--- src/rtl/flash_host_pkg.sv ---
// constants, commands and carriers for the flash command host
// ============================================================
// Behaviour
// - write set-read before array reads at high supply
// - identify then word 0 maker, word 1 device
// - identify also via high-voltage id_select flag; the host has no such pin and identifies only by the 90h command
// - erase needs two consecutive 20h writes
// - erase verify: A0h write with address, then read
// - program: 40h write, then address and data write
// - reset is two consecutive FFh writes
// - wait 6 us after strobe rise before read
// - retry program at most 25 loops
// - program all zero before erase
package flash_host_pkg;

    localparam int ADDR_W = 16;
    localparam int DATA_W = 16;
    localparam int CLK_MHZ = 125;

    // ============================================================
    // command codes (low byte only)
    localparam logic [7:0] CMD_READ    = 8'h00;
    localparam logic [7:0] CMD_IDENT   = 8'h90;
    localparam logic [7:0] CMD_ERASE   = 8'h20;
    localparam logic [7:0] CMD_ERVFY   = 8'ha0;
    localparam logic [7:0] CMD_PROG    = 8'h40;
    localparam logic [7:0] CMD_PRVFY   = 8'hc0;
    localparam logic [7:0] CMD_RESET   = 8'hff;
    localparam logic [7:0] CMD_HI_BYTE = 8'h00;

    // ============================================================
    // timing in ns, and cycle counts rounded up
    localparam int T_STROBE_NS   = 40;
    localparam int T_STROBE_HI_NS = 20;
    localparam int T_ACCESS_NS   = 200;
    localparam int T_PROG_NS     = 10000;
    localparam int T_ERASE_NS    = 9500000;
    localparam int T_RECOVER_NS  = 6000;
    localparam int T_FLOAT_NS    = 45;
    localparam int PERIOD_NS     = 1000 / CLK_MHZ;
    localparam int STROBE_CYC    = (T_STROBE_NS + PERIOD_NS - 1) / PERIOD_NS;
    localparam int STROBE_HI_CYC = (T_STROBE_HI_NS + PERIOD_NS - 1) / PERIOD_NS;
    localparam int ACCESS_CYC    = (T_ACCESS_NS + PERIOD_NS - 1) / PERIOD_NS;
    localparam int PROG_CYC      = (T_PROG_NS + PERIOD_NS - 1) / PERIOD_NS;
    localparam int ERASE_CYC     = (T_ERASE_NS + PERIOD_NS - 1) / PERIOD_NS;
    localparam int RECOVER_CYC   = (T_RECOVER_NS + PERIOD_NS - 1) / PERIOD_NS;
    localparam int FLOAT_CYC     = (T_FLOAT_NS + PERIOD_NS - 1) / PERIOD_NS;
    localparam int MAX_LOOPS     = 25;
    localparam int CNT_W         = 24;

    localparam logic [ADDR_W-1:0] ADDR_MAKER  = 16'h0000;
    localparam logic [ADDR_W-1:0] ADDR_DEVICE = 16'h0001;
    localparam logic [DATA_W-1:0] ZERO_WORD   = 16'h0000;
    localparam logic [DATA_W-1:0] ERASED_WORD = 16'hffff;

    // ============================================================
    // user operations
    typedef enum logic [2:0] {
        OP_READ,
        OP_IDENT,
        OP_PROGRAM,
        OP_ERASE,
        OP_RESET
    } op_e;

    typedef struct packed {
        op_e               op;
        logic [ADDR_W-1:0] addr;
        logic [DATA_W-1:0] data;
    } req_s;

    typedef struct packed {
        logic [DATA_W-1:0] data;
        logic              fail;
    } rsp_s;

    typedef struct packed {
        logic              selN;
        logic              oeN;
        logic              weN;
        logic              supplyHigh;
        logic [ADDR_W-1:0] addr;
        logic [DATA_W-1:0] dataOut;
        logic              dataOe;
    } pins_s;

endpackage : flash_host_pkg
--- src/rtl/flash_command_host.sv ---
// host controller that drives the flash memory over its strobe pins
`timescale 1ns/1ps
module flash_command_host #(
    parameter int PROG_CYCLES    = flash_host_pkg::PROG_CYC,
    parameter int ERASE_CYCLES   = flash_host_pkg::ERASE_CYC,
    parameter int RECOVER_CYCLES = flash_host_pkg::RECOVER_CYC,
    parameter int ERASE_LAST     = 16'hffff,
    parameter int MAX_LOOPS      = flash_host_pkg::MAX_LOOPS
) (
    // clock and reset
    input  wire logic                 clock,
    input  wire logic                 rstn,
    // user request
    input  wire logic                 reqValid,
    output logic                      reqReady,
    input  wire flash_host_pkg::req_s req,
    // user answer
    output logic                      rspValid,
    output flash_host_pkg::rsp_s      rsp,
    // flash pins
    output flash_host_pkg::pins_s     pins,
    input  wire logic [15:0]          flashDataIn
);

    // ============================================================
    // phases of one bus cycle and of each algorithm
    typedef enum logic [4:0] {
        S_IDLE,
        S_WR_LOW,
        S_WR_HIGH,
        S_RD_LOW,
        S_RD_END,
        S_WAIT,
        S_STEP,
        S_DONE
    } state_e;

    typedef enum logic [3:0] {
        A_READ0, A_READ1, A_ID0, A_ID1, A_PG0, A_PG1, A_PGV, A_PGC,
        A_ZP, A_ER0, A_ER1, A_EV, A_EVC, A_RS0, A_RS1
    } step_e;

    typedef struct packed {
        state_e                        st;
        step_e                         step;
        flash_host_pkg::req_s          cur;
        logic [15:0]                   walk;
        logic [flash_host_pkg::CNT_W-1:0] cnt;
        logic [7:0]                    loops;
        flash_host_pkg::pins_s         pins;
        flash_host_pkg::rsp_s          rsp;
        logic                          rspValid;
        logic [15:0]                   sample;
    } host_s;

    host_s state_ff;
    host_s nxt_state;

    // three-stage sampler; a new word counts once stages two and three agree
    logic [15:0] dinSync1_ff;
    logic [15:0] dinSync2_ff;
    logic [15:0] dinSync3_ff;
    logic [15:0] dinHeld_ff;

    function automatic logic [15:0] cmdWord(input logic [7:0] code);
        cmdWord = {flash_host_pkg::CMD_HI_BYTE, code};
    endfunction : cmdWord

    function automatic logic [flash_host_pkg::CNT_W-1:0] cyc(input int n);
        cyc = flash_host_pkg::CNT_W'(n);
    endfunction : cyc

    // word that a program cycle writes and that its verify read must return
    function automatic logic [15:0] progWord(input flash_host_pkg::req_s r);
        progWord = (r.op == flash_host_pkg::OP_ERASE) ? flash_host_pkg::ZERO_WORD : r.data;
    endfunction : progWord

    always_ff @(posedge clock or negedge rstn) begin
        if (!rstn) begin
            dinSync1_ff <= 16'h0000;
            dinSync2_ff <= 16'h0000;
            dinSync3_ff <= 16'h0000;
            dinHeld_ff  <= 16'h0000;
        end else begin
            dinSync1_ff <= flashDataIn;
            dinSync2_ff <= dinSync1_ff;
            dinSync3_ff <= dinSync2_ff;
            if (dinSync2_ff == dinSync3_ff) begin
                dinHeld_ff <= dinSync3_ff;
            end
        end
    end

    assign reqReady = (state_ff.st == S_IDLE);
    assign rspValid = state_ff.rspValid;
    assign rsp      = state_ff.rsp;
    assign pins     = state_ff.pins;

    // ============================================================
    // sequencer
    always_comb begin
        logic [7:0]  code;
        logic        isWrite;
        code      = 8'h00;
        isWrite   = 1'b0;
        nxt_state = state_ff;
        nxt_state.rspValid = 1'b0;
        case (state_ff.st)
            S_IDLE: begin
                nxt_state.pins.selN   = 1'b1;
                nxt_state.pins.oeN    = 1'b1;
                nxt_state.pins.weN    = 1'b1;
                nxt_state.pins.dataOe = 1'b0;
                if (reqValid) begin
                    nxt_state.cur   = req;
                    nxt_state.loops = 8'h00;
                    nxt_state.walk  = 16'h0000;
                    nxt_state.rsp.fail = 1'b0;
                    // supply rises one cycle ahead of the first strobe
                    nxt_state.pins.supplyHigh = 1'b1;
                    nxt_state.st    = S_STEP;
                    case (req.op)
                        flash_host_pkg::OP_READ:    nxt_state.step = A_READ0;
                        flash_host_pkg::OP_IDENT:   nxt_state.step = A_ID0;
                        flash_host_pkg::OP_PROGRAM: nxt_state.step = A_PG0;
                        flash_host_pkg::OP_ERASE:   nxt_state.step = A_ZP;
                        default:                    nxt_state.step = A_RS0;
                    endcase
                end
            end
            S_STEP: begin
                // choose the next bus cycle of the running algorithm
                isWrite = 1'b1;
                nxt_state.pins.addr = state_ff.cur.addr;
                case (state_ff.step)
                    A_READ0: code = flash_host_pkg::CMD_READ;
                    A_READ1: isWrite = 1'b0;
                    A_ID0:   code = flash_host_pkg::CMD_IDENT;
                    A_ID1: begin
                        isWrite = 1'b0;
                        // every other address line stays low for the identify read
                        nxt_state.pins.addr = state_ff.cur.addr[0] ?
                            flash_host_pkg::ADDR_DEVICE : flash_host_pkg::ADDR_MAKER;
                    end
                    A_PG0, A_ZP: code = flash_host_pkg::CMD_PROG;
                    A_PG1: begin
                        code = 8'h00;
                        nxt_state.pins.addr = (state_ff.cur.op == flash_host_pkg::OP_ERASE) ?
                            state_ff.walk : state_ff.cur.addr;
                    end
                    A_PGV:   code = flash_host_pkg::CMD_PRVFY;
                    A_PGC:   isWrite = 1'b0;
                    A_ER0, A_ER1: code = flash_host_pkg::CMD_ERASE;
                    A_EV: begin
                        code = flash_host_pkg::CMD_ERVFY;
                        nxt_state.pins.addr = state_ff.walk;
                    end
                    A_EVC:   isWrite = 1'b0;
                    default: code = flash_host_pkg::CMD_RESET;
                endcase
                nxt_state.pins.dataOut = cmdWord(code);
                if (state_ff.step == A_PG1) begin
                    nxt_state.pins.dataOut = progWord(state_ff.cur);
                end
                nxt_state.pins.selN = 1'b0;
                nxt_state.cnt = '0;
                if (isWrite) begin
                    nxt_state.pins.oeN    = 1'b1;
                    nxt_state.pins.weN    = 1'b0;
                    nxt_state.pins.dataOe = 1'b1;
                    nxt_state.st = S_WR_LOW;
                end else begin
                    nxt_state.pins.dataOe = 1'b0;
                    nxt_state.pins.oeN    = 1'b0;
                    nxt_state.st = S_RD_LOW;
                end
            end
            S_WR_LOW: begin
                nxt_state.cnt = state_ff.cnt + 1'b1;
                if (state_ff.cnt >= cyc(flash_host_pkg::STROBE_CYC - 1)) begin
                    nxt_state.pins.weN = 1'b1;
                    nxt_state.cnt = '0;
                    nxt_state.st  = S_WR_HIGH;
                end
            end
            S_WR_HIGH: begin
                nxt_state.cnt = state_ff.cnt + 1'b1;
                if (state_ff.cnt >= cyc(flash_host_pkg::STROBE_HI_CYC - 1)) begin
                    // data held past the strobe's rising edge until select rises
                    nxt_state.pins.dataOe = 1'b0;
                    nxt_state.pins.selN   = 1'b1;
                    nxt_state.cnt = '0;
                    nxt_state.st  = S_WAIT;
                end
            end
            S_WAIT: begin
                // pulse time for program and erase, recovery before any read
                nxt_state.cnt = state_ff.cnt + 1'b1;
                if ((state_ff.step == A_ER1 && state_ff.cnt >= cyc(ERASE_CYCLES)) ||
                    (state_ff.step == A_PG1 && state_ff.cnt >= cyc(PROG_CYCLES)) ||
                    (state_ff.step != A_ER1 && state_ff.step != A_PG1 &&
                     state_ff.cnt >= cyc(RECOVER_CYCLES))) begin
                    nxt_state.cnt = '0;
                    nxt_state.st  = S_STEP;
                    case (state_ff.step)
                        A_READ0: nxt_state.step = A_READ1;
                        A_ID0:   nxt_state.step = A_ID1;
                        A_PG0, A_ZP: nxt_state.step = A_PG1;
                        A_PG1:   nxt_state.step = A_PGV;
                        A_PGV:   nxt_state.step = A_PGC;
                        A_ER0:   nxt_state.step = A_ER1;
                        A_ER1:   nxt_state.step = A_EV;
                        A_EV:    nxt_state.step = A_EVC;
                        A_RS0:   nxt_state.step = A_RS1;
                        default: nxt_state.st = S_DONE;
                    endcase
                end
            end
            S_RD_LOW: begin
                nxt_state.cnt = state_ff.cnt + 1'b1;
                // sample well after the access time so the sampler has caught up
                if (state_ff.cnt >= cyc(flash_host_pkg::ACCESS_CYC + 3)) begin
                    nxt_state.sample   = dinHeld_ff;
                    nxt_state.pins.oeN  = 1'b1;
                    nxt_state.pins.selN = 1'b1;
                    nxt_state.cnt = '0;
                    nxt_state.st  = S_RD_END;
                end
            end
            S_RD_END: begin
                nxt_state.cnt = state_ff.cnt + 1'b1;
                // let the device release the data lines first
                if (state_ff.cnt >= cyc(flash_host_pkg::FLOAT_CYC)) begin
                    nxt_state.st = S_STEP;
                    case (state_ff.step)
                        A_PGC: begin
                            if (state_ff.sample == progWord(state_ff.cur)) begin
                                nxt_state.loops = 8'h00;
                                // erase zeroes each word in turn; a plain program ends here
                                if (state_ff.cur.op != flash_host_pkg::OP_ERASE) begin
                                    nxt_state.st = S_DONE;
                                end else if (state_ff.walk == 16'(ERASE_LAST)) begin
                                    nxt_state.walk = 16'h0000;
                                    nxt_state.step = A_ER0;
                                end else begin
                                    nxt_state.walk = state_ff.walk + 1'b1;
                                    nxt_state.step = A_ZP;
                                end
                            end else if (state_ff.loops >= 8'(MAX_LOOPS - 1)) begin
                                nxt_state.rsp.fail = 1'b1;
                                nxt_state.step = A_RS0;
                            end else begin
                                nxt_state.loops = state_ff.loops + 1'b1;
                                nxt_state.step = A_PG0;
                                if (state_ff.cur.op == flash_host_pkg::OP_ERASE) begin
                                    nxt_state.step = A_ZP;
                                end
                            end
                        end
                        A_EVC: begin
                            // a word still programmed sends the erase round again, verify resuming at that word
                            if (state_ff.sample != flash_host_pkg::ERASED_WORD) begin
                                nxt_state.loops = state_ff.loops + 1'b1;
                                nxt_state.step  = A_ER0;
                                if (state_ff.loops >= 8'(MAX_LOOPS - 1)) begin
                                    nxt_state.rsp.fail = 1'b1;
                                    nxt_state.step = A_RS0;
                                end
                            end else if (state_ff.walk == 16'(ERASE_LAST)) begin
                                nxt_state.st = S_DONE;
                            end else begin
                                nxt_state.walk = state_ff.walk + 1'b1;
                                nxt_state.step = A_EV;
                            end
                        end
                        default: nxt_state.st = S_DONE;
                    endcase
                end
            end
            default: begin
                nxt_state.rsp.data = state_ff.sample;
                nxt_state.rspValid = 1'b1;
                // program supply stays low between operations
                nxt_state.pins.supplyHigh = 1'b0;
                nxt_state.st = S_IDLE;
            end
        endcase
    end

    always_ff @(posedge clock or negedge rstn) begin
        if (!rstn) begin
            state_ff <= '{st: S_IDLE, step: A_READ0, cur: '0, walk: 16'h0000, cnt: '0,
                          loops: 8'h00,
                          pins: '{selN: 1'b1, oeN: 1'b1, weN: 1'b1, supplyHigh: 1'b0,
                                  addr: 16'h0000, dataOut: 16'h0000, dataOe: 1'b0},
                          rsp: '0, rspValid: 1'b0, sample: 16'h0000};
        end else begin
            state_ff <= nxt_state;
        end
    end

endmodule : flash_command_host

--- config.mk ---
export PLATFORM = sky130hd
export DESIGN_NAME = flash_command_host
export DESIGN_NICKNAME = d
export VERILOG_FILES = /design/src/rtl/flash_host_pkg.sv /design/src/rtl/flash_command_host.sv
export SDC_FILE = /design/constraint.sdc
export NUM_CORES = 1
export LEC_CHECK = 0
export BUFFER_PORTS_ARGS = -buffer_cell sky130_fd_sc_hd__buf_2
export CAP_MARGIN = 40
export CELL_PAD_IN_SITES_DETAIL_PLACEMENT = 0
export CELL_PAD_IN_SITES_GLOBAL_PLACEMENT = 2
export CORE_ASPECT_RATIO = 1.25
export CORE_MARGIN = 2
export CORE_UTILIZATION = 30
export CTS_CLUSTER_DIAMETER = 40
export DETAILED_ROUTE_END_ITERATION = 6
export PLACE_DENSITY = 0.68
export SLEW_MARGIN = 25
export SYNTH_ARGS = -nofsm -noshare
export SYNTH_HDL_FRONTEND = slang
export SYNTH_SLANG_ARGS = --single-unit
--- constraint.sdc ---
create_clock -name clock -period 2.7 [get_ports clock]
set_clock_uncertainty 0.15 [all_clocks]
set_input_delay 0.135 -clock clock [delete_from_list [all_inputs] [get_ports clock]]
set_output_delay 0.135 -clock clock [all_outputs]
set_load 0.02 [all_outputs]
==> impl_metrics.json, run 1 <==
{
  "fin_crit_sh": 1.018,
  "rsz0062_at_grt": "true",
  "clockBufferDepth": 3,
  "synth-seq-cells": 225,
  "synthesis.area_um2": 10760,
  "rows": 77,
  "die-area_um2": 37420,
  "crit_family": "simple AND/OR/NAND/NOR gates",
  "drt_iter0_drc": 440,
  "final_area_um2": 14440,
  "ys_top_cells_by_area": "dfrtp_1 (52%), mux2_2 (6.3%), nand2_1 (4.7%)",
  "dp.cells": 1659,
  "slowest_stage": "or4_4",
  "grt_max_degree": 59,
  "maxCapViolations": 0,
  "htreeDepth": 2,
  "yosysTopAreaCellShare": 0.5162,
  "power_density_nw_per_um2": 984.9,
  "arrival_ps": 3060,
  "synth_edf_count": 0,
  "leakage_nw": 6.737,
  "grt_antenna_before_repair": 0,
  "viasPerCell": 4.876,
  "clock-sinks": 225,
  "grt_pass1_wl_um": 49910,
  "drv_slew": 0,
  "die_y_um": 215.8,
  "grt_overflow": 0,
  "seq_area_frac_synth": 0.5235,
  "async_flop_share": 1.000,
  "path_class": "flop to flop",
  "crit_path_start_kind": "flop",
  "fmax_mhz": 363.8,
  "nNetsFinal": 1344,
  "yosysMostFrequentCell": "dfrtp_1",
  "relSlewSlack": 0.5846,
  "period_needed_ps": 2749,
  "yosys.area.top_type": "dfrtp_1",
  "numCtsBuffers": 36,
  "placed_cell_area_um2": 12310,
  "reg2reg_from": "state_ff[12]",
  "dp_slack_ps": -174.9,
  "clk_pin_slew_ps": 60,
  "start_util": 0.3044,
  "hold_class": "primary input to asynchronous set/reset pin",
  "dp_hpwl_um": 22180,
  "finalWorstSetupSlack_ps": -49.01,
  "portBuffers": 109,
  "synthCells": 1054,
  "io_pins": 110,
  "synth_area_per_cell_um2": 10.21,
  "critPathMaxStageDelay_ps": 570,
  "synth_nets": 1113,
  "crit_fanout": 5,
  "fin_hold_ws_ps": 11.73,
  "yosysWarnings": 0,
  "worstMarginPinSlew_ps": 616.6,
  "n_fill_cell": 3513,
  "antenna_left": 0,
  "core_um2": 35360,
  "n_antenna_cell": 0,
  "cp_cell_sequence": "or4_4 > nor3_4 > a21oi_2 > or4_4 > buf_12 > or3_4 > a21oi_2 > a21o_1",
  "drive_gt1_frac": 0.3148,
  "violations": "negative setup slack",
  "place_congestion": 0.8186,
  "grt_pass1_vias": 8871,
  "setup_tns_ps": -158.9,
  "fin_util": 0.4084,
  "cts-root-buf": "clkbuf_16",
  "vdd_ir_drop_max_v": 0.0006086,
  "post_layout_nonfiller_instances": 1786,
  "r2r_cells": 8,
  "yosys_most_used_dff": "dfrtp_1",
  "setup_viol": 6,
  "timing.critical_path.from": "state_ff[12]",
  "worst-path-buf-inv": 1,
  "route.vias.total": 8708,
  "drc_errors": 0,
  "first_pass_iters": 5,
  "dieWidth_um": 173.4,
  "drt_wl_total_um": 31110,
  "yosys-top-cells-count": "dfrtp_1 (222), nand2_1 (136), o21ai_0 (68), mux2_2 (60), buf_4 (54)",
  "r2r-end": "state_ff[107]",
  "critPathCaptureType": "flop",
  "cts_tree": "built",
  "cp.required_ps": 3010,
  "wl_per_cell_um": 17.42,
  "reg2reg_slack_ps": -50,
  "grt_util_all_layers": 0.1676,
  "ys_types": 69,
  "status": "finished, violations left",
  "clock_latency_ps": 540,
  "hold_viol_final": 0,
  "power_mw": 14.22,
  "syn2layout_area_growth_pct": 34.18
}
logic make-up (layout without fill, tap and decap cells):
logic type	count (synthesis)	in the layout	synth area share
AND/OR/NAND/NOR	355	355	0.1668
XOR/XNOR	20	20	0.01628
AO/OA/AOI/OAI	248	248	0.1512
adder cells (fa/ha/maj)	5	5	0.005813
buffers and inverters	134	392	0.06708
flip-flops	225	225	0.5235
multiplexers	67	67	0.06929
final cells by class:
type / instances / area (µm²) / share of cell area
clock inverter: 20 / 311.5 / 0.02157
timing repair buffer: 296 / 2191 / 0.1517
tap: 474 / 593.1 / 0.04107
multi-input combinational: 695 / 4601 / 0.3186
sequential: 225 / 5634 / 0.3901
clock buffer: 45 / 994.7 / 0.06888
inverter: 31 / 116.4 / 0.008058
state kept, by name, summed over array words and instances, names as in the netlist:
signal / cells
dinSync3_ff: 16
dinSync2_ff: 16
dinHeld_ff: 16
dinSync1_ff: 16
pins: 37
state_ff: 106
rsp: 17
rspValid: 1
worst max path at each step:
stage               endpoint  cells past startpoint
6_report       state_ff[107]                      8
4_1_cts        state_ff[107]                      8
2_1_floorplan  state_ff[139]                      6
3_5_place_dp   state_ff[112]                      6
3_3_place_gp   state_ff[107]                      8
5_1_grt        state_ff[107]                      8
worst register-to-register path, delay by kind of cell, from the launching register on:
family          cells  cell delay, ps
compound gates      3             320
buf+inv             1             160
flops               1             380
simple gates        4            1670
timing repair:
item,in CTS,in global routing
resized for setup,10,33
gates cloned,1,0
endpoints found under the setup margin,13,46
hold endpoints to repair,276,0
pin swaps,6,8
setup buffers,2,6
hold buffers,53,0
metal layers:
layer	share of wire	routed length [µm]	track usage
met2	0.49	15390	0.2887
met1	0.44	13610	0.2131
met3	0.044	1373	0.03030
met4	0.024	732	0.05339
met5	0	0	0
report_power, final:
part	switching [mW]	total (mW)	internal [mW]
sequential	0.494	4.54	4.05
clock	1.69	4.91	3.22
combinational	2.70	4.77	2.07
total	4.89	14.2	9.33
placed cells by master, fill, tap and decap left out, drive strengths merged, types with 31 or more instances in the layout:
cell and n:
nand3 31, o21ai 88, a21oi 36, inv 32, buf 242, nor2 41
clkbuf 45, dfrtp 222, dlygate4sd3 53, mux2 60, nand2 136
Note: power is estimated with default switching activity, not from simulation.
==> inputs of run 2 (changes only) <==
--- a/config.mk
+++ b/config.mk
@@ -15,7 +15,9 @@
 export CTS_CLUSTER_DIAMETER = 40
 export DETAILED_ROUTE_END_ITERATION = 6
 export PLACE_DENSITY = 0.68
-export SLEW_MARGIN = 25
+export RECOVER_POWER = 50
+export SKIP_CTS_REPAIR_TIMING = 1
+export SLEW_MARGIN = 20
 export SYNTH_ARGS = -nofsm -noshare
 export SYNTH_HDL_FRONTEND = slang
 export SYNTH_SLANG_ARGS = --single-unit
==> run 2 against run 1 <==
Compared with the run above: the run ends with max-capacitance violations, max-slew violations, negative setup slack left; final cell count rose by 0.34%; first-iteration DRC count rose by 20%; largest power group is now combinational logic; die area did not move; largest cell class unchanged; critical path depth did not move; global-route usage fell by 0.20 points; flip-flop and latch count did not move; fmax fell by 2.3%.
==> impl_metrics.json, run 2 (synthesis gave the netlist of run 1 again) <==
{
  "numCtsBuffers": 37,
  "p_comb_frac": 0.341,
  "dieWidth_um": 173.4,
  "clk_pin_slew_ps": 60,
  "drv_slew": 59,
  "dp_hpwl_um": 22130,
  "first_pass_iters": 5,
  "fmax_mhz": 355.3,
  "nNetsFinal": 1349,
  "grt_util_all_layers": 0.1656,
  "p_clk_frac": 0.333,
  "crit_path_start_kind": "flop",
  "r2r_cells": 8,
  "setup_viol": 12,
  "grt_antenna_before_repair": 0,
  "r2r-end": "state_ff[106]",
  "htreeDepth": 2,
  "die_y_um": 215.8,
  "drc_errors": 0,
  "portBuffers": 109,
  "io_pins": 110,
  "grt_pass1_wl_um": 49230,
  "largest_reg_flops": 106,
  "clock_latency_ps": 540,
  "reg2reg_from": "state_ff[10]",
  "p_seq_frac": 0.325,
  "p_int_mw": 9.058,
  "p_sw_mw": 4.909,
  "fin_hold_ws_ps": 82.60,
  "path_class": "flop to flop",
  "worstMarginPinSlew_ps": 1606,
  "drive_gt1_frac": 0.3217,
  "cts_tree": "built",
  "critPathCaptureType": "flop",
  "worstHoldStart": "flashDataIn[14]",
  "grt_overflow": 0,
  "rows": 77,
  "status": "finished, violations left",
  "hold_class": "primary input to flop",
  "syn2layout_area_growth_pct": 33.85,
  "antenna_left": 0,
  "power_mw": 13.97,
  "viasPerCell": 4.897,
  "crit_fanout": 6,
  "grt_max_degree": 59,
  "reg2reg_slack_ps": -110,
  "route.vias.total": 8775,
  "holdPathEnd": "dinSync1_ff[14]",
  "final_common_cell": "dfrtp_1",
  "dp_slack_ps": -171.1,
  "start_util": 0.3044,
  "vdd_ir_drop_max_v": 0.0004918,
  "arrival_ps": 3090,
  "grt_pass1_vias": 8592,
  "finalWorstSetupSlack_ps": -114.6,
  "period_needed_ps": 2815,
  "hold_depth": 2,
  "relSlewSlack": -0.07090,
  "wl_per_cell_um": 17.49,
  "drt_iter0_drc": 527,
  "clockBufferDepth": 3,
  "violations": "max-capacitance violations, max-slew violations, negative setup slack",
  "p_sw_frac": 0.3515,
  "drt_wl_total_um": 31340,
  "cts-root-buf": "clkbuf_16",
  "n_antenna_cell": 0,
  "leakage_nw": 6.727,
  "maxCapViolations": 1,
  "fin_crit_sh": 1.042,
  "rsz0062_at_grt": "true",
  "die-area_um2": 37420,
  "hold_viol_final": 0,
  "core_um2": 35360,
  "clock-sinks": 225,
  "place_congestion": 0.8186,
  "power_density_nw_per_um2": 969.5,
  "timing.critical_path.from": "state_ff[10]",
  "layout_common_cells": "dfrtp_1 (222), nand2_1 (135), buf_4 (119)",
  "regMostFlops": "state_ff",
  "cp.required_ps": 2980
}
[run 2: changes by cell type in the layout (fill, tap and decap cells not counted), sizes merged]
cell and change:
clkbuf +13, buf -4, bufinv -4, bufbuf -1, clkinv +1, clkinvlp +1
[run 2: layout make-up]
class,instances,area (µm²)
flip-flops and latches,225,5634
multi-input cells,695,4636
well taps,474,593.1
inverters,31,116.4
clock buffers,49,1051
clock inverters,18,195.2
fillers,3538,20950
repair buffers,300,2181
[run 2: worst max-delay path by stage]
stage	endpoint	slack (ps)	cells after the start
after floorplan	state_ff[139]	30	6
after global placement	state_ff[107]	-140	8
after detailed placement	state_ff[112]	-170	6
after CTS	state_ff[112]	-220	6
after global routing	state_ff[106]	-140	8
final	state_ff[106]	-110	8
[run 2: worst max-delay path, cell delays in order (launching register included)]
cell,delay (ps)
dfrtp_1,380
or4_4,550
nor3_4,240
a21oi_2,110
or4_4,560
or2_4,300
buf_4,150
buf_6,110
o31ai_2,160
[run 2: routing by layer]
| layer | routed length (µm) | global-route usage | vias up |
|---|---|---|---|
| met5 | 0 | 0 | - |
| met4 | 715 | 0.04887 | 0 |
| met3 | 1165 | 0.02801 | 48 |
| met2 | 15830 | 0.2841 | 167 |
| met1 | 13630 | 0.2144 | 4334 |
| li1 | - | - | 4226 |
[run 2: metrics by stage]
| step | instances | utilization | instance area, µm² | setup TNS (ps) |
|---|---|---|---|---|
| floorplan | 1054 | - | 10760 | 0 |
| global placement | 1657 | 0.3476 | 12290 | -1167 |
| detailed placement | 1658 | 0.3480 | 12300 | -1408 |
| CTS | 1725 | 0.3832 | 13550 | -2087 |
| global route | 1792 | 0.4074 | 14410 | -3585 |
| finish | 1792 | 0.4074 | 14410 | -487.4 |
[run 2: power by group through the flow]
| stage | registers [mW] | clock network (mW) | logic [mW] |
|---|---|---|---|
| after CTS | 4.55 | 4.77 | 4.53 |
| final | 4.54 | 4.65 | 4.77 |
| after global placement | 4.58 | 0 | 4.50 |
| after detailed placement | 4.60 | 0 | 4.51 |
| after floorplan | 4.44 | 0 | 3.05 |
| after global routing | 4.64 | 4.91 | 5.26 |
